==> src/common/pwm_regs.vh <==
// Register offsets, field positions and reset values of the motor-control PWM block
`ifndef PWM_REGS_VH
`define PWM_REGS_VH

// Byte offsets on the register bus
`define OFS_TIME_BASE_CONTROL 8'h00
`define OFS_PERIOD_VALUE 8'h04
`define OFS_TIME_BASE_COUNT 8'h08
`define OFS_OUTPUT_CONFIG_ONE 8'h0C
`define OFS_OUTPUT_CONFIG_TWO 8'h10
`define OFS_DUTY_VALUE_CH1 8'h14
`define OFS_DUTY_VALUE_CH2 8'h18
`define OFS_DUTY_VALUE_CH3 8'h1C
`define OFS_OUTPUT_OVERRIDE_CONTROL 8'h20
`define OFS_IRQ_STATUS 8'h24
`define OFS_IRQ_MASK 8'h28

// time_base_control fields
`define TBC_MODE_LSB 0
`define TBC_DIR_BIT 14
`define TBC_ON_BIT 15

// time_base_mode encodings
`define MODE_FREE_RUN 2'h0
`define MODE_SINGLE_SHOT 2'h1
`define MODE_SINGLE_PULSE 2'h2
`define MODE_UP_DOWN 2'h3

// output_config_two fields
`define CFG2_UPDATE_BLOCK_BIT 0
`define CFG2_OVERRIDE_SYNC_BIT 1

// output_override_control: selects in 13:8, forced states in 5:0
`define OVD_SEL_LSB 8
`define OVD_STATE_LSB 0

// Interrupt status and mask bits
`define IRQ_PERIOD_BIT 0
`define IRQ_STOP_BIT 1

// Reset values
`define RST_PERIOD_VALUE 16'hFFFF
`define RST_DUTY_VALUE 16'h0000
`define RST_WORD 16'h0000

`endif

==> src/rtl/motor_pwm.v <==
// Three-channel motor-control PWM generator with a classic Wishbone register slave
//
// What this block does
// - Edge-aligned: output active from count zero until count meets the duty value.
// - Edge-aligned: duty zero never active, duty above period always active.
// - Free-running and single-shot time base modes both give edge-aligned waveforms.
// - Up/down: duty match going down drives active, going up drives inactive.
// - Center-aligned: duty zero never active, duty equal to period always active.
// - Three independent 16-bit duty values, one per channel, set active time.
// - Duty bit zero picks a half-step edge, doubling period counter resolution.
// - Each channel has a writable duty buffer apart from its active compare value.
// - Edge-aligned reload at period match; continuous reload while off and not blocked.
// - Up/down reload when count is zero and turns up, and whenever off.
// - Independent pair: no dead time, both pins may be active together.
// - Independent pair: one generator feeds both pins, each pin overridable.
// - Mode 10 is single pulse, edge-aligned, pins active once the time base starts.
// - Single pulse: duty match ends pulse; period match clears count and enable, sets stop interrupt status.
// - Override upper six bits select overridden pins, lower six give forced states.
// - Complementary: low side forced active outputs complement of its high side.
// - Override sync: apply at count zero, or zero and period match when centered.
//
// The placing of the registers and the Wishbone register port were left to the implementer.
`include "pwm_regs.vh"

module motor_pwm #(
    parameter CHANNELS = 3,
    parameter DUTY_W = 16
) (
    // Clock and reset
    input wire clk,
    input wire rst_n,
    // Wishbone classic slave
    input wire wb_cyc_i,
    input wire wb_stb_i,
    input wire wb_we_i,
    input wire [7:0] wb_adr_i,
    input wire [3:0] wb_sel_i,
    input wire [31:0] wb_dat_i,
    output reg [31:0] wb_dat_o,
    output reg wb_ack_o,
    // Power stage pin pairs, active high
    output reg [CHANNELS-1:0] high_side_pin,
    output reg [CHANNELS-1:0] low_side_pin,
    // Interrupt request, level
    output reg irq
);

    // Software-visible registers
    reg time_base_on_q;
    reg [1:0] time_base_mode_q;
    reg [DUTY_W-1:0] period_value_q;
    reg [CHANNELS-1:0] pair_independent_sel_q;
    reg update_block_q;
    reg override_sync_sel_q;
    reg [DUTY_W-1:0] duty_buf_q [0:CHANNELS-1];
    reg [15:0] output_override_control_q;
    reg [1:0] irq_status_q;
    reg [1:0] irq_mask_q;

    // Time base state
    reg [DUTY_W-1:0] time_base_count_q;
    reg half_step_q;
    reg count_direction_flag_q;
    reg [DUTY_W-1:0] duty_act_q [0:CHANNELS-1];
    reg [15:0] override_eff_q;

    // Bus decode
    wire bus_req = wb_cyc_i & wb_stb_i & ~wb_ack_o;
    wire bus_wr = bus_req & wb_we_i;

    // Mode decode
    wire up_down = (time_base_mode_q == `MODE_UP_DOWN);
    wire one_run = (time_base_mode_q == `MODE_SINGLE_SHOT) |
                   (time_base_mode_q == `MODE_SINGLE_PULSE);
    wire period_hit = (time_base_count_q == period_value_q);
    wire count_zero = (time_base_count_q == {DUTY_W{1'b0}});

    // End of a one-run period: counter stops and the enable is cleared by hardware
    wire run_end = time_base_on_q & half_step_q & period_hit & one_run & ~up_down;
    wire period_event = time_base_on_q & half_step_q & period_hit;

    // Byte-lane merge for a 16-bit register in the low half of the word
    function [15:0] merge16;
        input [15:0] old;
        input [31:0] data;
        input [3:0] sel;
        begin
            merge16 = old;
            if (sel[0]) begin
                merge16[7:0] = data[7:0];
            end
            if (sel[1]) begin
                merge16[15:8] = data[15:8];
            end
        end
    endfunction

    wire [15:0] ctl_word = {time_base_on_q, count_direction_flag_q, 12'h000, time_base_mode_q};
    wire [15:0] ctl_new = merge16(ctl_word, wb_dat_i, wb_sel_i);

    // Time base control; a software write in the same cycle as a hardware stop wins
    always @(posedge clk or negedge rst_n) begin
        if (!rst_n) begin
            time_base_on_q <= 1'b0;
            time_base_mode_q <= `MODE_FREE_RUN;
        end else if (bus_wr && wb_adr_i == `OFS_TIME_BASE_CONTROL) begin
            time_base_on_q <= ctl_new[`TBC_ON_BIT];
            time_base_mode_q <= ctl_new[`TBC_MODE_LSB+1:`TBC_MODE_LSB];
        end else if (run_end) begin
            time_base_on_q <= 1'b0;
        end
    end

    // Plain configuration registers
    always @(posedge clk or negedge rst_n) begin
        if (!rst_n) begin
            period_value_q <= `RST_PERIOD_VALUE;
            pair_independent_sel_q <= {CHANNELS{1'b0}};
            update_block_q <= 1'b0;
            override_sync_sel_q <= 1'b0;
            output_override_control_q <= `RST_WORD;
            irq_mask_q <= 2'h0;
        end else if (bus_wr) begin
            case (wb_adr_i)
                `OFS_PERIOD_VALUE: begin
                    period_value_q <= merge16(period_value_q, wb_dat_i, wb_sel_i);
                end
                `OFS_OUTPUT_CONFIG_ONE: begin
                    if (wb_sel_i[0]) begin
                        pair_independent_sel_q <= wb_dat_i[CHANNELS-1:0];
                    end
                end
                `OFS_OUTPUT_CONFIG_TWO: begin
                    if (wb_sel_i[0]) begin
                        update_block_q <= wb_dat_i[`CFG2_UPDATE_BLOCK_BIT];
                        override_sync_sel_q <= wb_dat_i[`CFG2_OVERRIDE_SYNC_BIT];
                    end
                end
                `OFS_OUTPUT_OVERRIDE_CONTROL: begin
                    output_override_control_q <= merge16(output_override_control_q,
                                                         wb_dat_i, wb_sel_i);
                end
                `OFS_IRQ_MASK: begin
                    if (wb_sel_i[0]) begin
                        irq_mask_q <= wb_dat_i[1:0];
                    end
                end
                default: begin
                end
            endcase
        end
    end

    // Time base counter; half_step_q is the extra bit that doubles duty resolution
    always @(posedge clk or negedge rst_n) begin
        if (!rst_n) begin
            time_base_count_q <= {DUTY_W{1'b0}};
            half_step_q <= 1'b0;
            count_direction_flag_q <= 1'b0;
        end else if (!time_base_on_q || run_end) begin
            // Idle or finished: park at zero counting up, ready for the next start
            time_base_count_q <= {DUTY_W{1'b0}};
            half_step_q <= 1'b0;
            count_direction_flag_q <= 1'b0;
        end else begin
            half_step_q <= ~half_step_q;
            if (half_step_q) begin
                if (!up_down) begin
                    if (period_hit) begin
                        time_base_count_q <= {DUTY_W{1'b0}};
                    end else begin
                        time_base_count_q <= time_base_count_q + 1'b1;
                    end
                end else if (!count_direction_flag_q) begin
                    if (period_hit && !count_zero) begin
                        count_direction_flag_q <= 1'b1;
                        time_base_count_q <= time_base_count_q - 1'b1;
                    end else if (!period_hit) begin
                        time_base_count_q <= time_base_count_q + 1'b1;
                    end
                end else begin
                    if (count_zero) begin
                        count_direction_flag_q <= 1'b0;
                        time_base_count_q <= time_base_count_q + 1'b1;
                    end else begin
                        time_base_count_q <= time_base_count_q - 1'b1;
                    end
                end
            end
        end
    end

    // When the active compare values take the buffered duty values
    wire load_edge = (time_base_on_q & period_event & ~up_down) |
                     (~time_base_on_q & ~update_block_q);
    wire load_center = (time_base_on_q & half_step_q & count_direction_flag_q & count_zero) |
                       ~time_base_on_q;
    wire load_duty = up_down ? load_center : load_edge;

    // Position within the period in half steps
    wire [DUTY_W:0] pos = {time_base_count_q, half_step_q};

    // Override synchronisation points: the first half step of count zero, and for
    // up/down also the first half step at the period; idle time base takes it at once
    wire sync_pt = ~time_base_on_q | (~half_step_q & count_zero) |
                   (up_down & ~half_step_q & period_hit);
    wire ovd_take = ~override_sync_sel_q | sync_pt;

    always @(posedge clk or negedge rst_n) begin
        if (!rst_n) begin
            override_eff_q <= `RST_WORD;
        end else if (ovd_take) begin
            override_eff_q <= output_override_control_q;
        end
    end

    // Per-channel duty buffer, active compare and pin logic
    reg [CHANNELS-1:0] wave;
    reg [CHANNELS-1:0] high_d;
    reg [CHANNELS-1:0] low_d;
    reg ovd_h;
    reg ovd_l;
    reg st_h;
    reg st_l;
    integer i;
    integer j;

    // Compare units; the waveform is a level derived from the position so a late
    // duty reload can never leave a pin stuck in the wrong state for a period
    always @* begin
        wave = {CHANNELS{1'b0}};
        for (i = 0; i < CHANNELS; i = i + 1) begin
            if (!time_base_on_q) begin
                wave[i] = 1'b0;
            end else if (up_down) begin
                if (duty_act_q[i] == {DUTY_W{1'b0}}) begin
                    wave[i] = 1'b0;
                end else if (duty_act_q[i] == period_value_q) begin
                    wave[i] = 1'b1;
                end else begin
                    // Active below the duty: set on the down match, cleared on the up one
                    wave[i] = (pos < {1'b0, duty_act_q[i]});
                end
            end else begin
                // Free-run, single-shot and single pulse share the edge-aligned form
                if (duty_act_q[i] == {DUTY_W{1'b0}}) begin
                    wave[i] = 1'b0;
                end else if (duty_act_q[i] > period_value_q) begin
                    wave[i] = 1'b1;
                end else begin
                    wave[i] = (pos < {1'b0, duty_act_q[i]});
                end
            end
        end
    end

    // Pin mapping; override bits are ordered {3H,3L,2H,2L,1H,1L}
    always @* begin
        high_d = {CHANNELS{1'b0}};
        low_d = {CHANNELS{1'b0}};
        ovd_h = 1'b0;
        ovd_l = 1'b0;
        st_h = 1'b0;
        st_l = 1'b0;
        for (j = 0; j < CHANNELS; j = j + 1) begin
            ovd_h = override_eff_q[`OVD_SEL_LSB + 2*j + 1];
            ovd_l = override_eff_q[`OVD_SEL_LSB + 2*j];
            st_h = override_eff_q[`OVD_STATE_LSB + 2*j + 1];
            st_l = override_eff_q[`OVD_STATE_LSB + 2*j];
            high_d[j] = ovd_h ? st_h : wave[j];
            if (pair_independent_sel_q[j]) begin
                // Same generator on both pins, no interlock between them
                low_d[j] = ovd_l ? st_l : wave[j];
            end else if (ovd_l && st_l) begin
                low_d[j] = ~high_d[j];
            end else if (ovd_l) begin
                low_d[j] = 1'b0;
            end else begin
                low_d[j] = ~high_d[j];
            end
        end
    end

    // Duty buffers take bus writes; active copies reload only at safe points
    genvar g;
    generate
        for (g = 0; g < CHANNELS; g = g + 1) begin : ch
            always @(posedge clk or negedge rst_n) begin
                if (!rst_n) begin
                    duty_buf_q[g] <= `RST_DUTY_VALUE;
                end else if (bus_wr && wb_adr_i == (`OFS_DUTY_VALUE_CH1 + 8'h04 * g)) begin
                    duty_buf_q[g] <= merge16(duty_buf_q[g], wb_dat_i, wb_sel_i);
                end
            end

            always @(posedge clk or negedge rst_n) begin
                if (!rst_n) begin
                    duty_act_q[g] <= `RST_DUTY_VALUE;
                end else if (load_duty) begin
                    duty_act_q[g] <= duty_buf_q[g];
                end
            end
        end
    endgenerate

    // Registered pins; dead time is not generated in this block
    always @(posedge clk or negedge rst_n) begin
        if (!rst_n) begin
            high_side_pin <= {CHANNELS{1'b0}};
            low_side_pin <= {CHANNELS{1'b0}};
        end else begin
            high_side_pin <= high_d;
            low_side_pin <= low_d;
        end
    end

    // Sticky interrupt status, write one to clear; a new event beats the clear
    wire [1:0] irq_set = {run_end, period_event};
    reg [1:0] irq_clr;
    always @* begin
        irq_clr = 2'h0;
        if (bus_wr && wb_adr_i == `OFS_IRQ_STATUS && wb_sel_i[0]) begin
            irq_clr = wb_dat_i[1:0];
        end
    end

    always @(posedge clk or negedge rst_n) begin
        if (!rst_n) begin
            irq_status_q <= 2'h0;
            irq <= 1'b0;
        end else begin
            irq_status_q <= (irq_status_q & ~irq_clr) | irq_set;
            irq <= |(((irq_status_q & ~irq_clr) | irq_set) & irq_mask_q);
        end
    end

    // Read mux; unmapped addresses read zero and are still acknowledged
    reg [31:0] rd_data;
    always @* begin
        rd_data = 32'h00000000;
        case (wb_adr_i)
            `OFS_TIME_BASE_CONTROL: rd_data = {16'h0000, ctl_word};
            `OFS_PERIOD_VALUE: rd_data = {16'h0000, period_value_q};
            `OFS_TIME_BASE_COUNT: rd_data = {16'h0000, time_base_count_q};
            `OFS_OUTPUT_CONFIG_ONE: rd_data = {29'h00000000, pair_independent_sel_q};
            `OFS_OUTPUT_CONFIG_TWO: rd_data = {30'h00000000, override_sync_sel_q,
                                               update_block_q};
            `OFS_DUTY_VALUE_CH1: rd_data = {16'h0000, duty_buf_q[0]};
            `OFS_DUTY_VALUE_CH2: rd_data = {16'h0000, duty_buf_q[1]};
            `OFS_DUTY_VALUE_CH3: rd_data = {16'h0000, duty_buf_q[2]};
            `OFS_OUTPUT_OVERRIDE_CONTROL: rd_data = {16'h0000, output_override_control_q};
            `OFS_IRQ_STATUS: rd_data = {30'h00000000, irq_status_q};
            `OFS_IRQ_MASK: rd_data = {30'h00000000, irq_mask_q};
            default: rd_data = 32'h00000000;
        endcase
    end

    // One-wait-state answer; ack drops the cycle after it is given
    always @(posedge clk or negedge rst_n) begin
        if (!rst_n) begin
            wb_ack_o <= 1'b0;
            wb_dat_o <= 32'h00000000;
        end else begin
            wb_ack_o <= bus_req;
            if (bus_req && !wb_we_i) begin
                wb_dat_o <= rd_data;
            end
        end
    end

endmodule

==> config.mk <==
export PLATFORM = sky130hd
export DESIGN_NAME = motor_pwm
export DESIGN_NICKNAME = d
export VERILOG_FILES = /design/src/rtl/motor_pwm.v
export VERILOG_INCLUDE_DIRS = /design/src /design/src/common
export SDC_FILE = /design/constraint.sdc
export NUM_CORES = 1
export LEC_CHECK = 0
export BUFFER_PORTS_ARGS = -buffer_cell sky130_fd_sc_hd__buf_2
export CAP_MARGIN = 0
export CORE_AREA = 2 2 198 200
export CTS_BUF_LIST = sky130_fd_sc_hd__clkbuf_8
export CTS_CLUSTER_SIZE = 24
export DETAILED_ROUTE_END_ITERATION = 10
export DIE_AREA = 0 0 200 202
export GPL_TIMING_DRIVEN = 0
export PLACE_DENSITY = 0.47
export RECOVER_POWER = 25
export REMOVE_ABC_BUFFERS = 1
export SKIP_CTS_REPAIR_TIMING = 1
export SYNTH_ARGS = -nofsm -noshare
export SYNTH_HDL_FRONTEND = slang
export SYNTH_SLANG_ARGS = --single-unit
==> constraint.sdc <==
create_clock -name clk -period 2.8 [get_ports clk]
set_input_delay 0.56 -clock clk [delete_from_list [all_inputs] [get_ports clk]]
set_output_delay 0.56 -clock clk [all_outputs]
set_load 0.02 [all_outputs]
# [Yosys cells after proc, flatten, opt, wreduce, memory -nomap -nowiden]
# Index checks and enable logic that the tools add are counted.
# Widths: inputs -> output; s select.
[classes] n_addsub=2 n_lt_le_gt_ge=6 eq_ne=19 mux=54 bitwise_logic=34 n_reduce_logical=41
[ops] cell="$pmux 16 s11" n=1
[ops] cell="$mux 16" n=8
[ops] cell="$eq 16x16->1" n=4
[ops] cell="$logic_not 16->1" n=4
[ops] cell="$lt 17x16->1" n=3
[ops] cell="$gt 16x16->1" n=3
[ops] cell="$mux 1" n=43
[ops] cell="$eq 8x5->1 const B" n=4
[ops] cell="$eq 8x6->1 const B" n=3
[ops] cell="$reduce_and 3->1" n=7
[ops] cell="$reduce_and 2->1" n=10
[ops] cell="$add 16x1->16 const B" n=1
[ops] cell="$eq 8x4->1 const B" n=2
[ops] cell="$sub 16x1->16 const B" n=1
[ops] cell="$and 1x1->1" n=15
[ops] cell="$logic_and 1x1->1" n=11
[ops] cell="$not 1->1" n=9
[ops] cell="$eq 8x3->1 const B" n=1
[ops] cell="$logic_not 8->1" n=1
[ops] cell="$mux 8" n=1
[ops] cell="$or 1x1->1" n=6
[ops] cell="$reduce_bool 2->1" n=3
[ops] cell="$ne 5x3->1 const B" n=1
[ops] cell="$and 2x2->2" n=2
[ops] cell="other kinds (9)" n=12
[word_totals] reg_bits=212 input_bits=49 output_inout_bits=40 wordCells=185

# [Depth between registers and ports, before layout]
[logic_depth] depth_word=11 mapped_depth=11 mapped_depth_nobuf=10

# [Least setup slack after synthesis]
# No wires, ideal clock.
[synth_timing] kind="reg-to-reg" startpoint="reg time_base_count_q[0]" endpoint="reg duty_act_q[23] (netlist bit)" setup_ns=0.125 arrival_ns=2.515 t_required_ns=2.675 slack_ns=0.161 stages_incl_launch_ff=12 path_buffers=3 synth_period_minus_slack_ns=2.639 path_cell_list="dfrtp_1 > clkbuf_1 > xnor2_1 > nand4_1 > nor4_4 > nand3_1 > o21ai_0 > nor2_1 > a31oi_2 > buf_4 > buf_6 > mux2_2"
[synth_between] elab_chain_cells=6 word_cells_on_any_way=9 classes_between="eq/ne (1); mux (1); bitwise (6); reduce/logical (1)"
[synth_rtl] element="from (decl)" line_no="motor_pwm.v:61" source="reg [DUTY_W-1:0] time_base_count_q;"
[synth_rtl] element="from (signal assigned)" line_no="motor_pwm.v:157" source="time_base_count_q <= {DUTY_W{1'b0}};"
[synth_rtl] element="from (signal assigned)" line_no="motor_pwm.v:162" source="time_base_count_q <= {DUTY_W{1'b0}};"
[synth_rtl] element="from (signal assigned)" line_no="motor_pwm.v:170" source="time_base_count_q <= {DUTY_W{1'b0}};"
[synth_rtl] element="$eq 16x16->1" line_no="motor_pwm.v:75" source="wire period_hit = (time_base_count_q == period_value_q);"
[synth_rtl] element="$and 1x1->1" line_no="motor_pwm.v:80" source="wire period_event = time_base_on_q & half_step_q & period_hit;"
[synth_rtl] element="$and 1x1->1 (2 in series)" line_no="motor_pwm.v:194" source="wire load_edge = (time_base_on_q & period_event & ~up_down) |"
[synth_rtl] element="$or 1x1->1" line_no="motor_pwm.v:194"
[synth_rtl] element="$mux 1 *" line_no="motor_pwm.v:198" source="wire load_duty = up_down ? load_center : load_edge;"
[synth_rtl] element="to (signal, indexed assignment)" line_no="motor_pwm.v:298" source="duty_act_q[g] <= `RST_DUTY_VALUE;"
[synth_rtl] element="to (signal, indexed assignment)" line_no="motor_pwm.v:300" source="duty_act_q[g] <= duty_buf_q[g];"
[synth_rtl] element="to (decl)" line_no="motor_pwm.v:64" source="reg [DUTY_W-1:0] duty_act_q [0:CHANNELS-1];"
# Mark *: on every way between the ends. The rest lies on a longest branch, timed or not.
# A chain may end at the register's enable or synchronous reset.

# [Final worst setup path]
[layout_timing] startpoint="reg period_value_q[5]" endpoint="reg low_side_pin[0]"
[layout_between] elab_chain_cells=10 word_cells_on_any_way=14 classes_between="order compare (1); eq/ne (1); mux (11); bitwise (1)"
[layout_rtl] element="from (decl)" line_no="motor_pwm.v:51" source="reg [DUTY_W-1:0] period_value_q;"
[layout_rtl] element="from (signal assigned)" line_no="motor_pwm.v:117" source="period_value_q <= `RST_PERIOD_VALUE;"
[layout_rtl] element="from (signal assigned)" line_no="motor_pwm.v:126" source="period_value_q <= merge16(period_value_q, wb_dat_i, wb_sel_i);"
[layout_rtl] element="$gt 16x16->1 / $eq 16x16->1 (equally long branches)" line_no="motor_pwm.v:248, motor_pwm.v:238"
[layout_rtl] element="$mux 1 (on tied branches)" line_no="motor_pwm.v:248, motor_pwm.v:238"
[layout_rtl] element="$mux 1 (on tied branches)" line_no="motor_pwm.v:246, motor_pwm.v:236"
[layout_rtl] element="$mux 1 *" line_no="motor_pwm.v:235" source="end else if (up_down) begin"
[layout_rtl] element="$mux 1 *" line_no="motor_pwm.v:233" source="if (!time_base_on_q) begin"
[layout_rtl] element="$mux 1 *" line_no="motor_pwm.v:270" source="high_d[j] = ovd_h ? st_h : wave[j];"
[layout_rtl] element="named net high_d[0]" line_no="motor_pwm.v:219" source="reg [CHANNELS-1:0] high_d;"
[layout_rtl] element="$not 1->1 *" line_no="motor_pwm.v:275, motor_pwm.v:279"
[layout_rtl] element="$mux 1" line_no="motor_pwm.v:276" source="end else if (ovd_l) begin"
[layout_rtl] element="$mux 1 *" line_no="motor_pwm.v:274" source="end else if (ovd_l && st_l) begin"
[layout_rtl] element="$mux 1 *" line_no="motor_pwm.v:271" source="if (pair_independent_sel_q[j]) begin"
[layout_rtl] element="named net low_d[0]" line_no="motor_pwm.v:220" source="reg [CHANNELS-1:0] low_d;"
[layout_rtl] element="to (signal assigned)" line_no="motor_pwm.v:310" source="low_side_pin <= {CHANNELS{1'b0}};"
[layout_rtl] element="to (signal assigned)" line_no="motor_pwm.v:313" source="low_side_pin <= low_d;"
[layout_rtl] element="to (decl)" line_no="motor_pwm.v:43" source="output reg [CHANNELS-1:0] low_side_pin,"
# The timed path passes the listed nets; every way through them passes the cells marked *.

==> results.toml <==
[run_status]
status = "complete, but fails checks"
failed_checks = "max-capacitance violations, max-slew violations, negative setup slack"

[hold_path]
hold_depth = 3
hp-class = "input pin to flop"
hold_path_end = "wb_ack_o$_DFF_PN0_"
hold_start = "wb_stb_i"

[sta]
fin_crit_sh_pct = 101
fin_ws_ns = -0.0240
tns_ns = -0.0240
finalHoldViolCount = 0
fin_crit_ns = 2.82
rsz0062_at_grt = "true"
setup_viol = 1
slew_headroom_pct = -44.7
timing.fmax_mhz = 354
tightest_slew_ns = 2.17
slew_violations = 79
whs_ns = 0.334
final.setup_skew_ns = 0.0263

[power]
clkPwrFrac_pct = 38.6
p_seq_share_pct = 55.5
p_int_mw = 3.64
switching_power_mw = 1.49
power_frac_comb_pct = 5.9
switching_share_pct = 29.0
peakVddDrop_uv = 334
p_leak_nw = 6.16
powerDensity_nw_per_um2 = 385

[die]
start_util_pct = 29.6
die_y_um = 202
die_w_um = 200
die_area_um2 = 40400
coreArea_um2 = 38300
io_pins = 89
rows = 72

[yosys]
yosysTopAreaCell = "dfrtp_1"
ys_ff_latch = 194
post_synth.cell_area_avg_um2 = 10.7
yosysWarnings = 0
ys_seq_area_share_pct = 43.0
syn_area_um2 = 11300
synth_edf_count = 0
synth.top_cell.area_share_pct = 39.3
syn_inst = 1061
synthTopCellsByArea = "dfrtp_1 (39%), mux2_2 (15%), ha_1 (11%)"
synth-async-reset-ratio_pct = 100
synth_common_cells = "dfrtp_1 (178), mux2_2 (151), ha_1 (97)"
ys.flop_type = "dfrtp_1"
yosysUniqueCellTypes = 59
yosysMostFrequentCell = "dfrtp_1"

[place]
placed_cell_area_um2 = 12100
io_buffers = 54
place_congestion = 0.822
place_hpwl_um = 25300
dp_slack_ns = -0.848

[critical_path]
cp.arrival_ns = 3.23
r2r_slack_ns = -0.02
cp_max_fo = 4
worst-r2r-cell-count = 10
r2r-end = "low_side_pin[0]$_DFF_PN0_"
cp-end-kind = "flop"
required_ns = 3.21
critical_path_class = "flop to flop"
r2r-start = "period_value_q[5]$_DFFE_PN1P_"
crit_path_start_kind = "flop"

[detailed_routing]
drcViolationCount = 0
drt-initial-drc-count = 583
drt_wl_total_um = 34600
via_per_inst = 5.11
dr_total_vias = 8584
wl_per_cell_um = 20.6
detail-route-antenna-nets = 0
firstDrtPassIters = 5

[clocking]
worstSkewPairLatency_ns = 0.51
cts_tree = "yes"
cts.sinks = 194
root_buffer = "clkbuf_8"
cts_htree_levels = 4
numCtsBuffers = 17
path_clk_slew_ns = 0.13
clk_path_buf_depth = 2

[global_route]
grt_start_max_net_pins = 117
grt_pass1_wl_um = 52600
track_usage_pct = 17.4
antenna_found_initial = 0
grt_pass1_vias = 8354
grt_overflow = 0

[run]
max_cap_violations = 1

[final_layout]
fin_util_pct = 34.7
fin_area_um2 = 13300
drive_above_1_share_pct = 32.9
nets = 1292
area_delta_synth_final_pct = 17.3
==> power groups by stage <==
stage | logic (mW) | registers, mW | clock network (mW)
6_report | 0.303 | 2.84 | 1.98
5_1_grt | 0.339 | 2.84 | 2.17
4_1_cts | 0.274 | 2.84 | 2.04
3_5_place_dp | 0.273 | 2.89 | 0
3_3_place_gp | 0.262 | 2.89 | 0
2_1_floorplan | 0.123 | 2.89 | 0
==> kinds of logic (layout without fill, tap and decap cells) <==
kind of cell | after synthesis | in the layout | share of synthesized area [%]
other | 1 | 18 | 0.0331
xor gates and xnor gates | 19 | 19 | 1.47
buffers and inverters | 136 | 219 | 5.49
and+or+nand+nor | 240 | 240 | 10.5
adders and majority gates | 97 | 97 | 10.7
DFF | 194 | 194 | 43.0
muxes | 157 | 157 | 15.7
AOI/OAI and AO/OA | 217 | 217 | 13.1
==> sequential cells by signal, indices dropped and copies added (netlist names), 12 cells and up <==
register	flops
duty_act_q	48
duty_buf_q	48
output_override_control_q	16
override_eff_q	12
period_value_q	16
time_base_count_q	16
wb_dat_o	16
==> layout by cell type, fill, tap and decap left out, types with 15 or more instances in the layout <==
cell / n
ha_1: 92
a221oi_1: 15
buf_4: 37
mux2_2: 150
dfstp_2: 16
dfrtp_1: 162
conb_1: 16
a21oi_1: 40
nand4_1: 26
a22oi_1: 30
nand3_1: 16
nand2_1: 81
a31oi_1: 16
clkbuf_8: 17
xnor2_1: 17
a21o_1: 20
inv_1: 69
o21ai_0: 31
nor2_1: 44
buf_2: 54
==> layer usage <==
| layer | part of all wire, % | wire [µm] | global-route usage (%) | up-vias |
|---|---|---|---|---|
| met2 | 48 | 16700 | 28.3 | 185 |
| met5 | 0 | 0 | 0 | - |
| li1 | - | - | - | 4041 |
| met3 | 4.2 | 1450 | 2.82 | 18 |
| met1 | 46 | 16100 | 24.5 | 4340 |
| met4 | 1.0 | 350 | 3.54 | 0 |
==> worst max-delay path by stage <==
stage                                                end  depth (start not counted)  slack (ns)                        startpoint
after floorplan                duty_act_q[0]$_DFFE_PN0P_                          8       -0.83     period_value_q[0]$_DFFE_PN1P_
after global placement        duty_act_q[43]$_DFFE_PN0P_                          8       -2.45  time_base_count_q[7]$_DFFE_PN0P_
after detailed placement   override_eff_q[5]$_DFFE_PN0P_                          6       -0.85  time_base_count_q[2]$_DFFE_PN0P_
after CTS                 override_eff_q[11]$_DFFE_PN0P_                          6       -0.89  time_base_count_q[2]$_DFFE_PN0P_
after global routing           low_side_pin[0]$_DFF_PN0_                          9       -0.11    period_value_q[15]$_DFFE_PN1P_
final                          low_side_pin[0]$_DFF_PN0_                         10       -0.02     period_value_q[5]$_DFFE_PN1P_
==> layout make-up <==
cell class              count  area [µm²]
repair buffers            110         833
fillers                  3904       25000
well taps                 518         648
clock inverters            15         196
diodes                      2        5.00
flip-flops and latches    194        4900
inverters                  77         289
multi-input cells         746        6180
clock buffers              17         234
==> metrics by stage <==
stage | power, mW | std cells
floorplan | 3.01 | 1017
global placement | 3.16 | 1589
detailed placement | 3.17 | 1598
CTS | 5.15 | 1630
global route | 5.36 | 1677
finish | 5.12 | 1679
==> worst max-delay path, stage by stage, from the launching register on <==
cell and delay [ns]:
dfstp_2 0.63, inv_2 0.09, ha_1 0.31, a21o_1 0.18, nand3_1 0.11, a211oi_2 0.11, a2111oi_4 0.22, a21oi_1 0.12
o211ai_1 0.54, o21ai_2 0.13, a222oi_1 0.28
Power figures use the tool's default switching activity.
